<file path="config.mk">
export PLATFORM = sky130hd
export DESIGN_NAME = ssc_core
export DESIGN_NICKNAME = d
export VERILOG_FILES = /design/src/design/ssc_pkg.sv /design/src/design/ssc_elect.sv /design/src/design/ssc_core.sv
export SDC_FILE = /design/constraint.sdc
export NUM_CORES = 1
export LEC_CHECK = 0
export BUFFER_PORTS_ARGS = -buffer_cell sky130_fd_sc_hd__buf_2
export CAP_MARGIN = 10
export CELL_PAD_IN_SITES_DETAIL_PLACEMENT = 1
export CELL_PAD_IN_SITES_GLOBAL_PLACEMENT = 1
export CORE_MARGIN = 2
export CORE_UTILIZATION = 45
export CTS_CLUSTER_DIAMETER = 150
export DETAILED_ROUTE_END_ITERATION = 8
export PLACE_DENSITY_LB_ADDON = 0.1
export SLEW_MARGIN = 10
export SYNTH_ARGS = -nofsm -noshare
export SYNTH_HDL_FRONTEND = slang
export SYNTH_SLANG_ARGS = --single-unit
export TNS_END_PERCENT = 50
</file>
<file path="constraint.sdc">
create_clock -name core_clk -period 11.1 [get_ports core_clk]
set_clock_uncertainty 0.1 [all_clocks]
set_input_delay 2.22 -clock core_clk [delete_from_list [all_inputs] [get_ports core_clk]]
set_output_delay 2.22 -clock core_clk [all_outputs]
set_load 0.005 [all_outputs]
</file>
<file path="src/design/ssc_pkg.sv">
// Constants for the sleep synchronisation coordinator.
// How it works
// (RL1) Coordinator in deployment mode sends syncs fast until its own relay is heard.
// (RL2) Node out of deployment rejects deploy-mode syncs and sends a corrective.
// (RL3) An option bit disables deployment mode.
// (RL4) Normal coordinator syncs at wake start, resends once if unrelayed.
// (RL5) Never-synced non-coordinator requests sync at each wake start.
// (RL6) Synced node answers a sync request with a sync.
// (RL7) Non-coordinator-only node requests sync after six missed cycles.
// (RL8) Preferred bit makes the node coordinator, syncing every wake.
// (RL9) Self-nomination is off after reset; an option bit enables it.
// (RL10) Enabled node, not non-coordinator, missing three syncs becomes coordinator.
// (RL11) Election order: newer parameters, preferred, support mode, serial.
// (RL12) An option bit removes the support-mode advantage.
// (RL13) Enabled button double press or command nominates the node.
// (RL14) Non-coordinator-only nodes ignore button nomination.
// (RL15) Local sleep or wake change makes coordinator, sent next wake.
// (RL16) Timing uses sync values; two query registers report them.
// (RL17) Network setting changes can also make the node coordinator.
// (RL18) Guard time depends on sleep, wake and missed cycles.
// (RL19) Each further miss lengthens the guard time.
// (RL20) Early wake scales with misses unless an option disables it.
// (RL21) Wake time is raised to its minimum on related changes.
// (RL22) Unrelayed sync resent once; accepted syncs are relayed.
// (RL23) Missed-sync counter clears on sync, advances per silent wake.
package ssc_pkg;
  localparam logic [7:0] ADDR_OPTS = 8'h00;
  localparam logic [7:0] ADDR_SP = 8'h04;
  localparam logic [7:0] ADDR_ST = 8'h08;
  localparam logic [7:0] ADDR_NETCFG = 8'h0C;
  localparam logic [7:0] ADDR_CMD = 8'h10;
  localparam logic [7:0] ADDR_STATUS = 8'h14;
  localparam logic [7:0] ADDR_NET_SP = 8'h18;
  localparam logic [7:0] ADDR_NET_ST = 8'h1C;
  localparam logic [7:0] ADDR_GUARD = 8'h20;
  localparam int OPT_PREF = 0;
  localparam int OPT_NO_DEPLOY = 1;
  localparam int OPT_NOMINATE = 2;
  localparam int OPT_NON_COORD = 3;
  localparam int OPT_NO_EARLY = 4;
  localparam int OPT_SUPPORT_EQ = 5;
  localparam int OPT_BUTTON = 6;
  localparam logic [7:0] OPTS_RST = 8'h00;
  localparam logic [15:0] SP_RST = 16'h00C8;
  localparam logic [15:0] ST_RST = 16'h0040;
  localparam logic [31:0] NETCFG_RST = 32'h0000_0307;
  localparam logic [15:0] WAKE_PER_HOP = 16'h0002;
  localparam logic [15:0] WAKE_BASE = 16'h0010;
  localparam int GUARD_SHIFT = 6;
  localparam int EARLY_SHIFT = 5;
  localparam logic [3:0] MISS_NOMINATE = 4'h3;
  localparam logic [3:0] MISS_REQUEST = 4'h6;
  localparam logic [3:0] MISS_MAX = 4'hF;
  localparam logic [1:0] RESP_OKAY = 2'h0;
  localparam logic [1:0] RESP_SLVERR = 2'h2;
  localparam int CLK_PERIOD_PS = 8000;
  localparam int DEPLOY_GAP_NS = 10000;
  localparam int RELAY_WAIT_NS = 20000;
  localparam int DEPLOY_CYC = DEPLOY_GAP_NS * 1000 / CLK_PERIOD_PS;
  localparam int RELAY_CYC = RELAY_WAIT_NS * 1000 / CLK_PERIOD_PS;

  function automatic logic [31:0] ssc_merge(input logic [31:0] old,
      input logic [31:0] data, input logic [3:0] strb);
    logic [31:0] r;
    r = old;
    for (int i = 0; i < 4; i++) begin
      if (strb[i]) r[i*8 +: 8] = data[i*8 +: 8];
    end
    return r;
  endfunction : ssc_merge

  function automatic logic [15:0] ssc_min_wake(input logic [31:0] cfg);
    logic [15:0] m;
    m = cfg[7:0] * cfg[15:8];
    return 16'(m * WAKE_PER_HOP + WAKE_BASE);
  endfunction : ssc_min_wake

  function automatic logic [15:0] ssc_scale(input logic [15:0] b,
      input logic [4:0] m);
    return 16'(b * m);
  endfunction : ssc_scale
endpackage : ssc_pkg

</file>
<file path="src/design/ssc_elect.sv">
// Seniority comparison between this node and a peer coordinator.
`timescale 1ns/1ps
module ssc_elect (
  input wire logic [7:0] own_gen,
  input wire logic own_pref,
  input wire logic own_support,
  input wire logic [31:0] own_serial,
  input wire logic [7:0] peer_gen,
  input wire logic peer_pref,
  input wire logic peer_support,
  input wire logic [31:0] peer_serial,
  input wire logic support_equal,
  output logic peer_senior
);
  always_comb begin
    if (peer_gen != own_gen) begin // RL11
      peer_senior = peer_gen > own_gen;
    end else if (peer_pref != own_pref) begin
      peer_senior = peer_pref;
    end else if (!support_equal && peer_support != own_support) begin // RL12
      peer_senior = peer_support;
    end else begin
      peer_senior = peer_serial > own_serial;
    end
  end
endmodule : ssc_elect

</file>
<file path="src/design/ssc_core.sv">
// Sleep synchronisation coordinator with AXI4-Lite registers.
//
// Decided for this implementation: the register addresses and the AXI4-Lite slave port.
`timescale 1ns/1ps
module ssc_core #(
  parameter logic [31:0] SERIAL = 32'h0000_0001
) (
  input wire logic core_clk,
  input wire logic arst_n,
  input wire logic [7:0] s_axi_awaddr,
  input wire logic s_axi_awvalid,
  output logic s_axi_awready,
  input wire logic [31:0] s_axi_wdata,
  input wire logic [3:0] s_axi_wstrb,
  input wire logic s_axi_wvalid,
  output logic s_axi_wready,
  output logic [1:0] s_axi_bresp,
  output logic s_axi_bvalid,
  input wire logic s_axi_bready,
  input wire logic [7:0] s_axi_araddr,
  input wire logic s_axi_arvalid,
  output logic s_axi_arready,
  output logic [31:0] s_axi_rdata,
  output logic [1:0] s_axi_rresp,
  output logic s_axi_rvalid,
  input wire logic s_axi_rready,
  input wire logic wake_start,
  input wire logic wake_end,
  input wire logic support_mode,
  input wire logic button_double,
  input wire logic rx_sync,
  input wire logic rx_sync_deploy,
  input wire logic [15:0] rx_sync_sp,
  input wire logic [15:0] rx_sync_st,
  input wire logic [7:0] rx_sync_gen,
  input wire logic rx_sync_pref,
  input wire logic rx_sync_support,
  input wire logic [31:0] rx_sync_serial,
  input wire logic rx_own_relay,
  input wire logic rx_sync_req,
  output logic tx_sync,
  output logic tx_sync_req,
  output logic tx_corrective,
  output logic tx_relay,
  output logic coordinator,
  output logic deploy_mode,
  output logic [7:0] tx_gen,
  output logic [15:0] net_sleep_period,
  output logic [15:0] net_wake_time,
  output logic [15:0] guard_time,
  output logic [15:0] early_wake
);
  typedef struct packed {
    logic awrdy;
    logic wrdy;
    logic arrdy;
    logic aw_got;
    logic w_got;
    logic bvalid;
    logic rvalid;
    logic [1:0] bresp;
    logic [1:0] rresp;
    logic [7:0] aw_addr;
    logic [31:0] w_data;
    logic [3:0] w_strb;
    logic [31:0] rdata;
    logic [7:0] opts;
    logic [15:0] sp;
    logic [15:0] st;
    logic [31:0] net_cfg;
    logic [15:0] net_sp;
    logic [15:0] net_st;
    logic [7:0] gen;
    logic coord;
    logic deploy;
    logic dmode;
    logic synced;
    logic got;
    logic relay_wait;
    logic heard;
    logic resent;
    logic pending;
    logic [3:0] missed;
    logic [11:0] cnt;
    logic tx_sync;
    logic tx_req;
    logic tx_corr;
    logic tx_relay;
    logic [15:0] guard;
    logic [15:0] early;
  } ssc_state_t;

  localparam logic [11:0] DEPLOY_LAST = 12'(ssc_pkg::DEPLOY_CYC - 1);
  localparam logic [11:0] RELAY_LAST = 12'(ssc_pkg::RELAY_CYC - 1);

  ssc_state_t s_reg;
  ssc_state_t s_next;
  logic peer_senior;
  logic non_coord;
  logic sp_cfg_wr;
  logic btn_req;
  // A function result cannot be part-selected directly
  logic [31:0] merged;

  ssc_elect u_elect (
    .own_gen(s_reg.gen),
    .own_pref(s_reg.opts[ssc_pkg::OPT_PREF]),
    .own_support(support_mode),
    .own_serial(SERIAL),
    .peer_gen(rx_sync_gen),
    .peer_pref(rx_sync_pref),
    .peer_support(rx_sync_support),
    .peer_serial(rx_sync_serial),
    .support_equal(s_reg.opts[ssc_pkg::OPT_SUPPORT_EQ]),
    .peer_senior(peer_senior)
  );

  always_comb begin
    s_next = s_reg;
    sp_cfg_wr = 1'b0;
    merged = 32'h0000_0000;
    btn_req = button_double;
    non_coord = s_reg.opts[ssc_pkg::OPT_NON_COORD];
    s_next.tx_sync = 1'b0;
    s_next.tx_req = 1'b0;
    s_next.tx_corr = 1'b0;
    s_next.tx_relay = 1'b0;
    // Deployment bursts and the single resend share one counter
    if (s_reg.coord && s_reg.dmode) begin
      if (s_reg.cnt == 12'h000) begin
        s_next.tx_sync = 1'b1; // RL1
        s_next.cnt = DEPLOY_LAST;
      end else begin
        s_next.cnt = s_reg.cnt - 12'h001;
      end
    end else if (s_reg.relay_wait) begin
      if (s_reg.cnt == 12'h000) begin
        s_next.relay_wait = 1'b0;
        if (!s_reg.heard && !s_reg.resent) begin
          s_next.tx_sync = 1'b1; // RL4 RL22
          s_next.resent = 1'b1;
        end
      end else begin
        s_next.cnt = s_reg.cnt - 12'h001;
      end
    end
    if (rx_own_relay && s_reg.coord) begin
      s_next.heard = 1'b1;
      s_next.deploy = 1'b0; // RL1
    end
    if (wake_start) begin
      s_next.got = 1'b0;
      s_next.pending = 1'b0;
      if (s_reg.pending && !non_coord) begin
        s_next.coord = 1'b1; // RL15 RL17
        s_next.net_sp = s_reg.sp;
        s_next.net_st = s_reg.st;
        s_next.gen = s_reg.gen + 8'h01;
        s_next.synced = 1'b1;
      end
      if (s_reg.opts[ssc_pkg::OPT_PREF]) s_next.coord = 1'b1; // RL8
      if (s_next.coord && !s_reg.dmode) begin
        s_next.tx_sync = 1'b1; // RL4 RL8
        s_next.relay_wait = 1'b1;
        s_next.heard = 1'b0;
        s_next.resent = 1'b0;
        s_next.cnt = RELAY_LAST;
      end else if (!s_next.coord) begin
        if (!s_reg.synced) s_next.tx_req = 1'b1; // RL5
        if (non_coord && s_reg.missed >= ssc_pkg::MISS_REQUEST) begin
          s_next.tx_req = 1'b1; // RL7
        end
      end
    end
    if (wake_end) begin
      if (!s_reg.coord && !s_reg.got && s_reg.missed != ssc_pkg::MISS_MAX) begin
        s_next.missed = s_reg.missed + 4'h1; // RL23
      end
      if (s_reg.opts[ssc_pkg::OPT_NOMINATE] && !non_coord &&
          s_reg.missed >= ssc_pkg::MISS_NOMINATE) begin
        s_next.coord = 1'b1; // RL9 RL10
      end
    end
    if (rx_sync) begin
      if (rx_sync_deploy && !s_reg.dmode) begin
        s_next.tx_corr = 1'b1; // RL2
      end else if (!s_reg.coord || (peer_senior &&
                   !s_reg.opts[ssc_pkg::OPT_PREF])) begin
        s_next.coord = 1'b0; // RL11
        s_next.net_sp = rx_sync_sp; // RL16
        s_next.net_st = rx_sync_st;
        s_next.gen = rx_sync_gen;
        s_next.synced = 1'b1;
        s_next.got = 1'b1;
        s_next.missed = 4'h0; // RL23
        s_next.deploy = 1'b0;
        s_next.relay_wait = 1'b0;
        s_next.tx_relay = 1'b1; // RL22
      end
    end
    if (rx_sync_req && s_reg.synced) s_next.tx_sync = 1'b1; // RL6
    // Register bus: address and data may come in either order
    if (s_reg.bvalid && s_axi_bready) s_next.bvalid = 1'b0;
    if (s_axi_awvalid && s_reg.awrdy) begin
      s_next.aw_got = 1'b1;
      s_next.aw_addr = s_axi_awaddr;
    end
    if (s_axi_wvalid && s_reg.wrdy) begin
      s_next.w_got = 1'b1;
      s_next.w_data = s_axi_wdata;
      s_next.w_strb = s_axi_wstrb;
    end
    if (s_reg.aw_got && s_reg.w_got && !s_reg.bvalid) begin
      s_next.aw_got = 1'b0;
      s_next.w_got = 1'b0;
      s_next.bvalid = 1'b1;
      s_next.bresp = ssc_pkg::RESP_OKAY;
      case ({s_reg.aw_addr[7:2], 2'b00})
        ssc_pkg::ADDR_OPTS: begin
          merged = ssc_pkg::ssc_merge(32'(s_reg.opts), s_reg.w_data,
                                      s_reg.w_strb);
          s_next.opts = merged[7:0];
        end
        ssc_pkg::ADDR_SP: begin
          merged = ssc_pkg::ssc_merge(32'(s_reg.sp), s_reg.w_data,
                                      s_reg.w_strb);
          s_next.sp = merged[15:0];
          sp_cfg_wr = 1'b1;
        end
        ssc_pkg::ADDR_ST: begin
          merged = ssc_pkg::ssc_merge(32'(s_reg.st), s_reg.w_data,
                                      s_reg.w_strb);
          s_next.st = merged[15:0];
        end
        ssc_pkg::ADDR_NETCFG: begin
          s_next.net_cfg = ssc_pkg::ssc_merge(s_reg.net_cfg, s_reg.w_data,
                                              s_reg.w_strb);
          sp_cfg_wr = 1'b1;
          s_next.pending = 1'b1; // RL17
        end
        ssc_pkg::ADDR_CMD: begin
          if (s_reg.w_strb[0] && s_reg.w_data[0]) btn_req = 1'b1;
        end
        default: s_next.bresp = ssc_pkg::RESP_SLVERR;
      endcase
    end
    if (sp_cfg_wr && s_next.st < ssc_pkg::ssc_min_wake(s_next.net_cfg)) begin
      s_next.st = ssc_pkg::ssc_min_wake(s_next.net_cfg); // RL21
    end
    if (s_next.sp != s_next.net_sp || s_next.st != s_next.net_st) begin
      if (s_next.sp != s_reg.sp || s_next.st != s_reg.st) begin
        s_next.pending = 1'b1; // RL15
      end
    end
    // Button nomination skips the election only until a senior sync
    if (btn_req && s_reg.opts[ssc_pkg::OPT_BUTTON] && !non_coord) begin
      s_next.coord = 1'b1; // RL13 RL14
    end
    if (s_reg.rvalid && s_axi_rready) s_next.rvalid = 1'b0;
    if (s_axi_arvalid && s_reg.arrdy) begin
      s_next.rvalid = 1'b1;
      s_next.rresp = ssc_pkg::RESP_OKAY;
      case ({s_axi_araddr[7:2], 2'b00})
        ssc_pkg::ADDR_OPTS: s_next.rdata = 32'(s_reg.opts);
        ssc_pkg::ADDR_SP: s_next.rdata = 32'(s_reg.sp);
        ssc_pkg::ADDR_ST: s_next.rdata = 32'(s_reg.st);
        ssc_pkg::ADDR_NETCFG: s_next.rdata = s_reg.net_cfg;
        ssc_pkg::ADDR_CMD: s_next.rdata = 32'h0000_0000;
        ssc_pkg::ADDR_STATUS: begin
          s_next.rdata = {16'h0000, s_reg.gen, s_reg.missed, s_reg.pending,
                          s_reg.synced, s_reg.dmode, s_reg.coord};
        end
        ssc_pkg::ADDR_NET_SP: s_next.rdata = 32'(s_reg.net_sp); // RL16
        ssc_pkg::ADDR_NET_ST: s_next.rdata = 32'(s_reg.net_st); // RL16
        ssc_pkg::ADDR_GUARD: s_next.rdata = {s_reg.early, s_reg.guard};
        default: begin
          s_next.rdata = 32'h0000_0000;
          s_next.rresp = ssc_pkg::RESP_SLVERR;
        end
      endcase
    end
    if (s_next.opts[ssc_pkg::OPT_PREF]) s_next.coord = 1'b1; // RL8
    s_next.dmode = s_next.deploy &
                   !s_next.opts[ssc_pkg::OPT_NO_DEPLOY]; // RL3
    s_next.guard = ssc_pkg::ssc_scale(
        (s_next.net_sp >> ssc_pkg::GUARD_SHIFT) +
        (s_next.net_st >> ssc_pkg::GUARD_SHIFT) + 16'h0001,
        {1'b0, s_next.missed} + 5'h01); // RL18 RL19
    s_next.early = s_next.opts[ssc_pkg::OPT_NO_EARLY] ? 16'h0000 :
        ssc_pkg::ssc_scale(s_next.net_sp >> ssc_pkg::EARLY_SHIFT,
                           {1'b0, s_next.missed}); // RL20
    s_next.awrdy = !s_next.aw_got && !s_next.bvalid;
    s_next.wrdy = !s_next.w_got && !s_next.bvalid;
    s_next.arrdy = !s_next.rvalid;
  end

  always_ff @(posedge core_clk or negedge arst_n) begin
    if (!arst_n) begin
      s_reg <= '0;
      s_reg.awrdy <= 1'b1;
      s_reg.wrdy <= 1'b1;
      s_reg.arrdy <= 1'b1;
      s_reg.opts <= ssc_pkg::OPTS_RST; // RL9
      s_reg.sp <= ssc_pkg::SP_RST;
      s_reg.st <= ssc_pkg::ST_RST;
      s_reg.net_sp <= ssc_pkg::SP_RST;
      s_reg.net_st <= ssc_pkg::ST_RST;
      s_reg.net_cfg <= ssc_pkg::NETCFG_RST;
      s_reg.deploy <= 1'b1;
      s_reg.dmode <= 1'b1;
      s_reg.guard <= 16'h0008;
      s_reg.early <= 16'h0000;
    end else begin
      s_reg <= s_next;
    end
  end

  assign s_axi_awready = s_reg.awrdy;
  assign s_axi_wready = s_reg.wrdy;
  assign s_axi_bresp = s_reg.bresp;
  assign s_axi_bvalid = s_reg.bvalid;
  assign s_axi_arready = s_reg.arrdy;
  assign s_axi_rdata = s_reg.rdata;
  assign s_axi_rresp = s_reg.rresp;
  assign s_axi_rvalid = s_reg.rvalid;
  assign tx_sync = s_reg.tx_sync;
  assign tx_sync_req = s_reg.tx_req;
  assign tx_corrective = s_reg.tx_corr;
  assign tx_relay = s_reg.tx_relay;
  assign coordinator = s_reg.coord;
  assign deploy_mode = s_reg.dmode;
  assign tx_gen = s_reg.gen;
  assign net_sleep_period = s_reg.net_sp;
  assign net_wake_time = s_reg.net_st;
  assign guard_time = s_reg.guard;
  assign early_wake = s_reg.early;
endmodule : ssc_core

</file>
==> qor.json, run 1 <==
{
  "pwr": {
    "pwr_density_cell_mw_per_mm2": 244,
    "total_leakage_power_nw": 10.9,
    "vdd.ir_drop.worst_mv": 0.124
  },
  "timing": {
    "tightestPinTransition_ns": 0.992,
    "max_freq_ghz": 0.0953,
    "fin_setup_tns_ns": 0,
    "layout_worst_path_cycle_share_pct": 94.5,
    "finalHoldViolCount": 0,
    "fin_crit_ns": 10.49,
    "finalSetupViolations": 0,
    "report.final.slew_viol_count": 0,
    "timing.max_slew.rel_slack_pct": 33.8,
    "grt_setup_unrepaired": "no"
  },
  "cts": {
    "cts_root_buffer": "sky130_fd_sc_hd__clkbuf_16",
    "post_cts.repair.setup_buffers": 0,
    "clock_sinks": 255,
    "cts_inserted_buffers": 30,
    "cts-resized-gates": 0,
    "ctsLongestPathBuffers": 3,
    "ctsHtreeMaxLevel": 1,
    "path_clk_slew_ns": 0.06,
    "clock_tree_from_tritoncts": "yes",
    "cts_hold_buf": 0,
    "clkLatencyLatePin_ns": 0.60
  },
  "floorplan": {
    "floorplan.initialDensity_pct": 45.4,
    "fp-row-count": 75,
    "die_x_extent_um": 209,
    "floorplan_die_height_um": 209,
    "die_area_mm2": 0.0438,
    "core_region_area_mm2": 0.0418,
    "top_level_ports": 260
  },
  "synthesis": {
    "synth_enable_flop_cells": 0,
    "synth_simple_gate_area_share_pct": 15.0,
    "synth_async_sr_flop_share_pct": 100,
    "yosys.cell_types.count": 78,
    "synth-compound-area-share_pct": 11.4,
    "synth-adder-area-share_pct": 16.2,
    "postSynthCellCount": 2022,
    "netlist_area_pre_place_mm2": 0.0190,
    "ys_ff_latch": 255,
    "syn-mean-instance-area_um2": 9.38,
    "yosys_most_used_dff": "sky130_fd_sc_hd__dfrtp_1",
    "synth.yosys.warnings": 0,
    "synth.yosys.seq_area_share_pct": 33.8,
    "synth_top_family_by_area": "adder cells",
    "yosys.area_share.xor_xnor_pct": 5.22,
    "muxShareOfSynthArea_pct": 9.10
  },
  "layout": {
    "multiInputGateArea_mm2": 0.0108,
    "most_common_cell_after_layout_fill_and_taps_aside": "sky130_fd_sc_hd__buf_2",
    "flow.area_growth_from_synthesis_pct": 12.1,
    "largest_register_ffs": 138,
    "final_cell_area_mm2": 0.0213,
    "filler_cell_count": 4823,
    "post_route_cells_drive_above_1_share_pct": 22.0,
    "final_cell_mix": "sky130_fd_sc_hd__buf_2 (250), sky130_fd_sc_hd__dfrtp_1 (236), sky130_fd_sc_hd__nand2_1 (221)",
    "sequential_standard_cell_area_mm2": 0.00640,
    "final_net_count": 2524
  },
  "detailed_routing": {
    "first_drt_pass_iteration_count": 5,
    "remaining_drc_errors": 0,
    "vias": 15700,
    "wl_per_cell_um": 23.7,
    "via_per_inst": 5.70,
    "route.antenna.remaining_nets": 0,
    "initialDrtViolationCount": 1014,
    "drt-total-wl_um": 65300
  },
  "worst_setup_path": {
    "required_ns": 11.48,
    "critPathMaxFanout": 8,
    "crit_path_start_kind": "register",
    "timing.reg2reg.worst_path_depth": 37,
    "critical-path-max-stage-delay_ns": 0.65,
    "worstSetupEndpointType": "register",
    "worst-endpoint-arrival_ns": 10.87,
    "path_class": "register to register",
    "critical-path-slowest-cell": "sky130_fd_sc_hd__nor4b_1"
  },
  "grt": {
    "grt_pass1_vias": 16700,
    "overflow": 0,
    "groute.usage.overall_pct": 30.0,
    "grt_first_pass_wirelength_um": 100000,
    "grt_start_max_net_pins": 124,
    "grt_antenna_before_repair": 3
  },
  "place": {
    "gp_congestion": 0.928,
    "post-dp-hpwl_um": 51800,
    "port-buffer-count": 251,
    "dpl-instance-area_mm2": 0.0203
  },
  "min_path": {
    "hold_path_class": "register to register",
    "whs_path_depth": 2
  },
  "job": {
    "maxCapViolations": 0
  },
  "outcome": {
    "status": "finished, final reports clean"
  }
}
## routing by layer
layer	track usage (%)	vias up	wire length [µm]
li1	-	7129	-
met4	11.2	4	2560
met1	39.8	7984	28600
met2	49.2	456	30100
met5	0	-	27
met3	5.40	118	3960
## path summary, 6_finish.rpt
path / start / end / slack, ns
max: s_reg[245]$_DFFE_PN0P_ / s_reg[52]$_DFF_PN0_ / 0.61
min: s_reg[59]$_DFF_PN1_ / s_reg[59]$_DFF_PN1_ / 0.37
max reg2reg: s_reg[245]$_DFFE_PN0P_ / s_reg[52]$_DFF_PN0_ / 0.61
min reg2reg: s_reg[59]$_DFF_PN1_ / s_reg[59]$_DFF_PN1_ / 0.37
max in group asynchronous: arst_n / s_reg[113]$_DFF_PN0_ / 7.72
min in group asynchronous: arst_n / s_reg[46]$_DFF_PN0_ / 1.67
## where the power goes
group          switching [mW]  internal [mW]
Sequential              0.432           1.25
Combinational            1.47           1.03
Clock                   0.419          0.588
## logic make-up (layout without fill, tap and decap cells)
group                    after synthesis  count (layout)
other                                  1               5
AND/OR/NAND/NOR                      609             609
AO/OA/AOI/OAI                        336             336
XOR/XNOR                             113             113
multiplexers                         158             158
flip-flops                           255             255
adder cells (fa/ha/maj)              197             197
buffers and inverters                353             539
## final cells by class
class,instances,share of cell area (%)
tap,539,3.17
multi-input combinational,1416,50.9
clock inverter,8,0.406
timing repair buffer,306,7.90
antenna,2,0.0235
sequential,255,30.1
inverter,177,3.12
clock buffer,48,4.32
## synthesized netlist by cell type, types with 7 or more instances
library cell / instances / area share (%)
sky130_fd_sc_hd__dfrtp_1: 236 / 31
sky130_fd_sc_hd__nand2_1: 223 / 4.4
sky130_fd_sc_hd__inv_1: 174 / 3.4
sky130_fd_sc_hd__nor2_1: 168 / 3.3
sky130_fd_sc_hd__ha_1: 116 / 7.7
sky130_fd_sc_hd__buf_4: 108 / 4.3
sky130_fd_sc_hd__o21ai_0: 98 / 2.6
sky130_fd_sc_hd__mux2_2: 87 / 5.2
sky130_fd_sc_hd__fa_1: 81 / 8.5
sky130_fd_sc_hd__a21oi_1: 72 / 1.9
sky130_fd_sc_hd__xnor2_1: 67 / 3.1
sky130_fd_sc_hd__mux2i_1: 66 / 3.5
sky130_fd_sc_hd__clkbuf_1: 58 / 1.1
sky130_fd_sc_hd__xor2_1: 46 / 2.1
sky130_fd_sc_hd__nor3_1: 42 / 1.1
sky130_fd_sc_hd__nand3_1: 35 / 0.92
sky130_fd_sc_hd__a22oi_1: 28 / 1.1
sky130_fd_sc_hd__a31oi_1: 23 / 0.76
sky130_fd_sc_hd__and2_1: 22 / 0.73
sky130_fd_sc_hd__a21o_1: 21 / 0.83
sky130_fd_sc_hd__nor4_1: 20 / 0.66
sky130_fd_sc_hd__dfstp_2: 19 / 2.6
sky130_fd_sc_hd__nand2b_1: 17 / 0.56
sky130_fd_sc_hd__nor2b_1: 16 / 0.53
sky130_fd_sc_hd__a221oi_1: 15 / 0.69
sky130_fd_sc_hd__nand4_1: 14 / 0.46
sky130_fd_sc_hd__o21bai_1: 9 / 0.36
sky130_fd_sc_hd__and3_1: 8 / 0.26
sky130_fd_sc_hd__o22ai_1: 7 / 0.23
sky130_fd_sc_hd__or2_2: 7 / 0.23
## stage by stage
step | worst slack (ns) | power, mW | hold slack (ns) | utilization [%] | instances
2_1_floorplan | 1.60 | 3.31 | 0.320 | - | 2024
3_3_place_gp | 1.01 | 4.08 | 0.354 | 48.5 | 2693
3_5_place_dp | 0.665 | 4.16 | 0.358 | 48.5 | 2693
4_1_cts | 0.648 | 5.20 | 0.374 | 50.9 | 2749
5_1_grt | 0.0333 | 5.54 | 0.395 | 50.9 | 2749
6_report | 0.606 | 5.19 | 0.372 | 50.9 | 2751
## worst max-delay path, delay by kind of cell (launching register included)
family | cells | cell delay (ns)
buffers and inverters | 7 | 0.86
and+or+nand+nor | 12 | 3.39
DFF | 1 | 0.45
AOI/OAI and AO/OA | 6 | 1.51
muxes | 3 | 0.85
adders and majority gates | 6 | 2.74
xor gates and xnor gates | 3 | 0.46
(Power assumes the default switching activity.)
==> run 2: changes to the inputs <==
--- a/config.mk
+++ b/config.mk
@@ -5,17 +5,18 @@
 export SDC_FILE = /design/constraint.sdc
 export NUM_CORES = 1
 export LEC_CHECK = 0
-export BUFFER_PORTS_ARGS = -buffer_cell sky130_fd_sc_hd__buf_2
-export CAP_MARGIN = 10
+export CAP_MARGIN = 20
 export CELL_PAD_IN_SITES_DETAIL_PLACEMENT = 1
 export CELL_PAD_IN_SITES_GLOBAL_PLACEMENT = 1
 export CORE_MARGIN = 2
-export CORE_UTILIZATION = 45
+export CORE_UTILIZATION = 50
 export CTS_CLUSTER_DIAMETER = 150
 export DETAILED_ROUTE_END_ITERATION = 8
+export DONT_BUFFER_PORTS = 1
 export PLACE_DENSITY_LB_ADDON = 0.1
 export SLEW_MARGIN = 10
 export SYNTH_ARGS = -nofsm -noshare
 export SYNTH_HDL_FRONTEND = slang
+export SYNTH_HIERARCHICAL = 1
 export SYNTH_SLANG_ARGS = --single-unit
 export TNS_END_PERCENT = 50
==> qor.json, run 2 <==
{
  "outcome": {
    "status": "finished, final reports clean"
  },
  "worst_setup_path": {
    "crit_path_start_kind": "register",
    "cpLargestDelayFamily": "simple AND/OR/NAND/NOR gates",
    "required_ns": 11.43,
    "r2r-start": "s_reg[246]$_DFFE_PN0P_",
    "path_class": "register to register",
    "worst_r2r_endpoint": "s_reg[52]$_DFF_PN0_",
    "cpMostUsedCell": "sky130_fd_sc_hd__inv_1",
    "critical-path-max-stage-delay_ns": 0.74,
    "critical-path-slowest-cell": "sky130_fd_sc_hd__or4_1",
    "worstSetupEndpointType": "register",
    "critPathMaxFanout": 8,
    "worst-endpoint-arrival_ns": 10.53,
    "timing.reg2reg.worst_path_depth": 33,
    "worstPathBufferInverterCount": 6,
    "r2r_setup_slack_ns": 0.90
  },
  "synthesis": {
    "synth_async_sr_flop_share_pct": 100,
    "post-synth-top-area-fraction_pct": 29.6,
    "synth_enable_flop_cells": 0,
    "syn-mean-instance-area_um2": 9.52,
    "postSynthCellCount": 2096,
    "synthMostInstantiatedCell": "sky130_fd_sc_hd__dfrtp_1",
    "yosys-top-cells-area": "sky130_fd_sc_hd__dfrtp_1 (30%), sky130_fd_sc_hd__ha_1 (9.3%), sky130_fd_sc_hd__fa_1 (8.1%)",
    "netlist_area_pre_place_mm2": 0.0200,
    "synth.yosys.seq_area_share_pct": 32.1,
    "leading_cell_types_by_count_after_synthesis": "sky130_fd_sc_hd__dfrtp_1 (236), sky130_fd_sc_hd__inv_1 (209), sky130_fd_sc_hd__nand2_1 (183)",
    "ys_ff_latch": 255,
    "synth.yosys.warnings": 6,
    "area_leader_netlist": "sky130_fd_sc_hd__dfrtp_1",
    "yosys.cell_types.count": 90,
    "yosys_most_used_dff": "sky130_fd_sc_hd__dfrtp_1"
  },
  "timing": {
    "report.final.slew_viol_count": 0,
    "grt_setup_unrepaired": "no",
    "finalHoldViolCount": 0,
    "max_freq_ghz": 0.0980,
    "tightestPinTransition_ns": 1.08,
    "hold_ws_ns": 0.371,
    "finalSetupViolations": 0,
    "fin_crit_ns": 10.20,
    "fin_setup_tns_ns": 0,
    "layout_worst_path_cycle_share_pct": 91.9,
    "timing.max_slew.rel_slack_pct": 26.3
  },
  "min_path": {
    "hold_path_class": "register to register",
    "whs_path_depth": 2,
    "whs_endpoint": "s_reg[59]$_DFF_PN1_",
    "worstHoldStart": "s_reg[59]$_DFF_PN1_"
  },
  "cts": {
    "clkLatencyLatePin_ns": 0.60,
    "post_cts.repair.setup_buffers": 0,
    "path_clk_slew_ns": 0.06,
    "cts_root_buffer": "sky130_fd_sc_hd__clkbuf_16",
    "cts_hold_buf": 0,
    "ctsLongestPathBuffers": 3,
    "clock_tree_from_tritoncts": "yes",
    "ctsHtreeMaxLevel": 1,
    "cts-resized-gates": 0,
    "cts_inserted_buffers": 30,
    "clock_sinks": 255
  },
  "layout": {
    "sequential_standard_cell_area_mm2": 0.00640,
    "final_cell_mix": "sky130_fd_sc_hd__dfrtp_1 (236), sky130_fd_sc_hd__inv_1 (209), sky130_fd_sc_hd__nand2_1 (182)",
    "multiInputGateArea_mm2": 0.0118,
    "post_route_cells_drive_above_1_share_pct": 13.9,
    "filler_cell_count": 4452,
    "final_net_count": 2406,
    "flow.area_growth_from_synthesis_pct": 6.07,
    "most_common_cell_after_layout_fill_and_taps_aside": "sky130_fd_sc_hd__dfrtp_1",
    "final_cell_area_mm2": 0.0212,
    "largest_register_ffs": 138
  },
  "detailed_routing": {
    "via_per_inst": 5.99,
    "vias": 15500,
    "drt-total-wl_um": 65400,
    "remaining_drc_errors": 0,
    "wl_per_cell_um": 25.3,
    "route.antenna.remaining_nets": 0,
    "initialDrtViolationCount": 1060,
    "first_drt_pass_iteration_count": 5
  },
  "grt": {
    "grt_start_max_net_pins": 256,
    "grt_pass1_vias": 16600,
    "grt_first_pass_wirelength_um": 101000,
    "grt_antenna_before_repair": 7,
    "groute.usage.overall_pct": 31.9,
    "overflow": 0
  },
  "floorplan": {
    "fp-row-count": 73,
    "core_region_area_mm2": 0.0395,
    "top_level_ports": 260,
    "floorplan_die_height_um": 204,
    "floorplan.initialDensity_pct": 50.5,
    "die_x_extent_um": 204,
    "die_area_mm2": 0.0415
  },
  "pwr": {
    "total_leakage_power_nw": 10.2,
    "pwr_density_cell_mw_per_mm2": 236,
    "vdd.ir_drop.worst_mv": 0.141
  },
  "place": {
    "dpl-instance-area_mm2": 0.0201,
    "post-dp-hpwl_um": 50900,
    "gp_congestion": 0.950,
    "port-buffer-count": 0
  },
  "job": {
    "maxCapViolations": 0
  }
}
[run 2: cell types whose count changed after synthesis, sizes merged, moves of 13 or more]
cell,delta
a31oi,-20
nor2,-15
or3,+15
nand2,-40
mux2,+42
inv,+33
ha,+32
a21oi,+18
mux2i,-13
[run 2: kinds of logic after synthesis]
family	Yosys count	share of synthesized area, %
buf+inv	382	9.29
flops	255	32.1
mux	192	10.8
other cells	2	0.0376
xor+xnor	100	4.39
compound gates	360	12.0
simple gates	576	14.0
fa+ha+maj	229	17.4
[run 2: report_power, final]
part | total (mW) | internal, mW | switching [mW]
Sequential | 1.71 | 1.24 | 0.471
Clock | 1.10 | 0.671 | 0.426
Combinational | 2.20 | 0.911 | 1.29
Total | 5.00 | 2.82 | 2.18
[run 2: area by class of cell]
class	instances	share of cell area, %
multi-input cells	1492	56.0
flip-flops and latches	255	30.3
clock buffers	42	4.00
inverters	209	3.71
well taps	525	3.10
repair buffers	48	1.75
clock inverters	14	1.16
diodes	6	0.0709
[run 2: how the worst max path moves through the flow]
stage | cells past startpoint | to | from | slack, ns
2_1_floorplan | 33 | guard_time[14]$_DFF_PN0_ | rx_sync_serial[30] | 1.38
3_3_place_gp | 31 | guard_time[14]$_DFF_PN0_ | rx_sync_serial[30] | 1.07
3_5_place_dp | 34 | s_reg[52]$_DFF_PN0_ | s_reg[245]$_DFFE_PN0P_ | 1.02
4_1_cts | 31 | s_reg[52]$_DFF_PN0_ | s_reg[246]$_DFFE_PN0P_ | 0.95
5_1_grt | 36 | s_reg[52]$_DFF_PN0_ | s_reg[245]$_DFFE_PN0P_ | 0.29
6_report | 33 | s_reg[52]$_DFF_PN0_ | s_reg[246]$_DFFE_PN0P_ | 0.90
[run 2: metrics by stage]
stage,utilization [%],cells,power (mW),worst slack [ns]
3_3_place_gp,50.7,2527,3.77,1.07
2_1_floorplan,-,2129,3.16,1.38
4_1_cts,53.5,2584,4.98,0.951
3_5_place_dp,50.7,2528,3.85,1.02
6_report,53.5,2591,5.00,0.897
5_1_grt,53.5,2589,5.30,0.295
[run 2: worst reg2reg max path, delay by kind of cell (launching register included)]
kind / cells / cell delay, ns
XOR/XNOR: 1 / 0.28
AO/OA/AOI/OAI: 6 / 1.33
buffers and inverters: 6 / 0.54
flip-flops: 1 / 0.41
adder cells (fa/ha/maj): 6 / 2.60
AND/OR/NAND/NOR: 14 / 4.79
[run 2: per-layer routing]
| layer | up-vias | routed length (µm) | track usage, % |
|---|---|---|---|
| li1 | 6941 | - | - |
| met3 | 110 | 5020 | 6.73 |
| met2 | 537 | 30300 | 52.0 |
| met1 | 7938 | 27900 | 42.5 |
| met5 | - | 13 | 0 |
| met4 | 2 | 2140 | 10.3 |
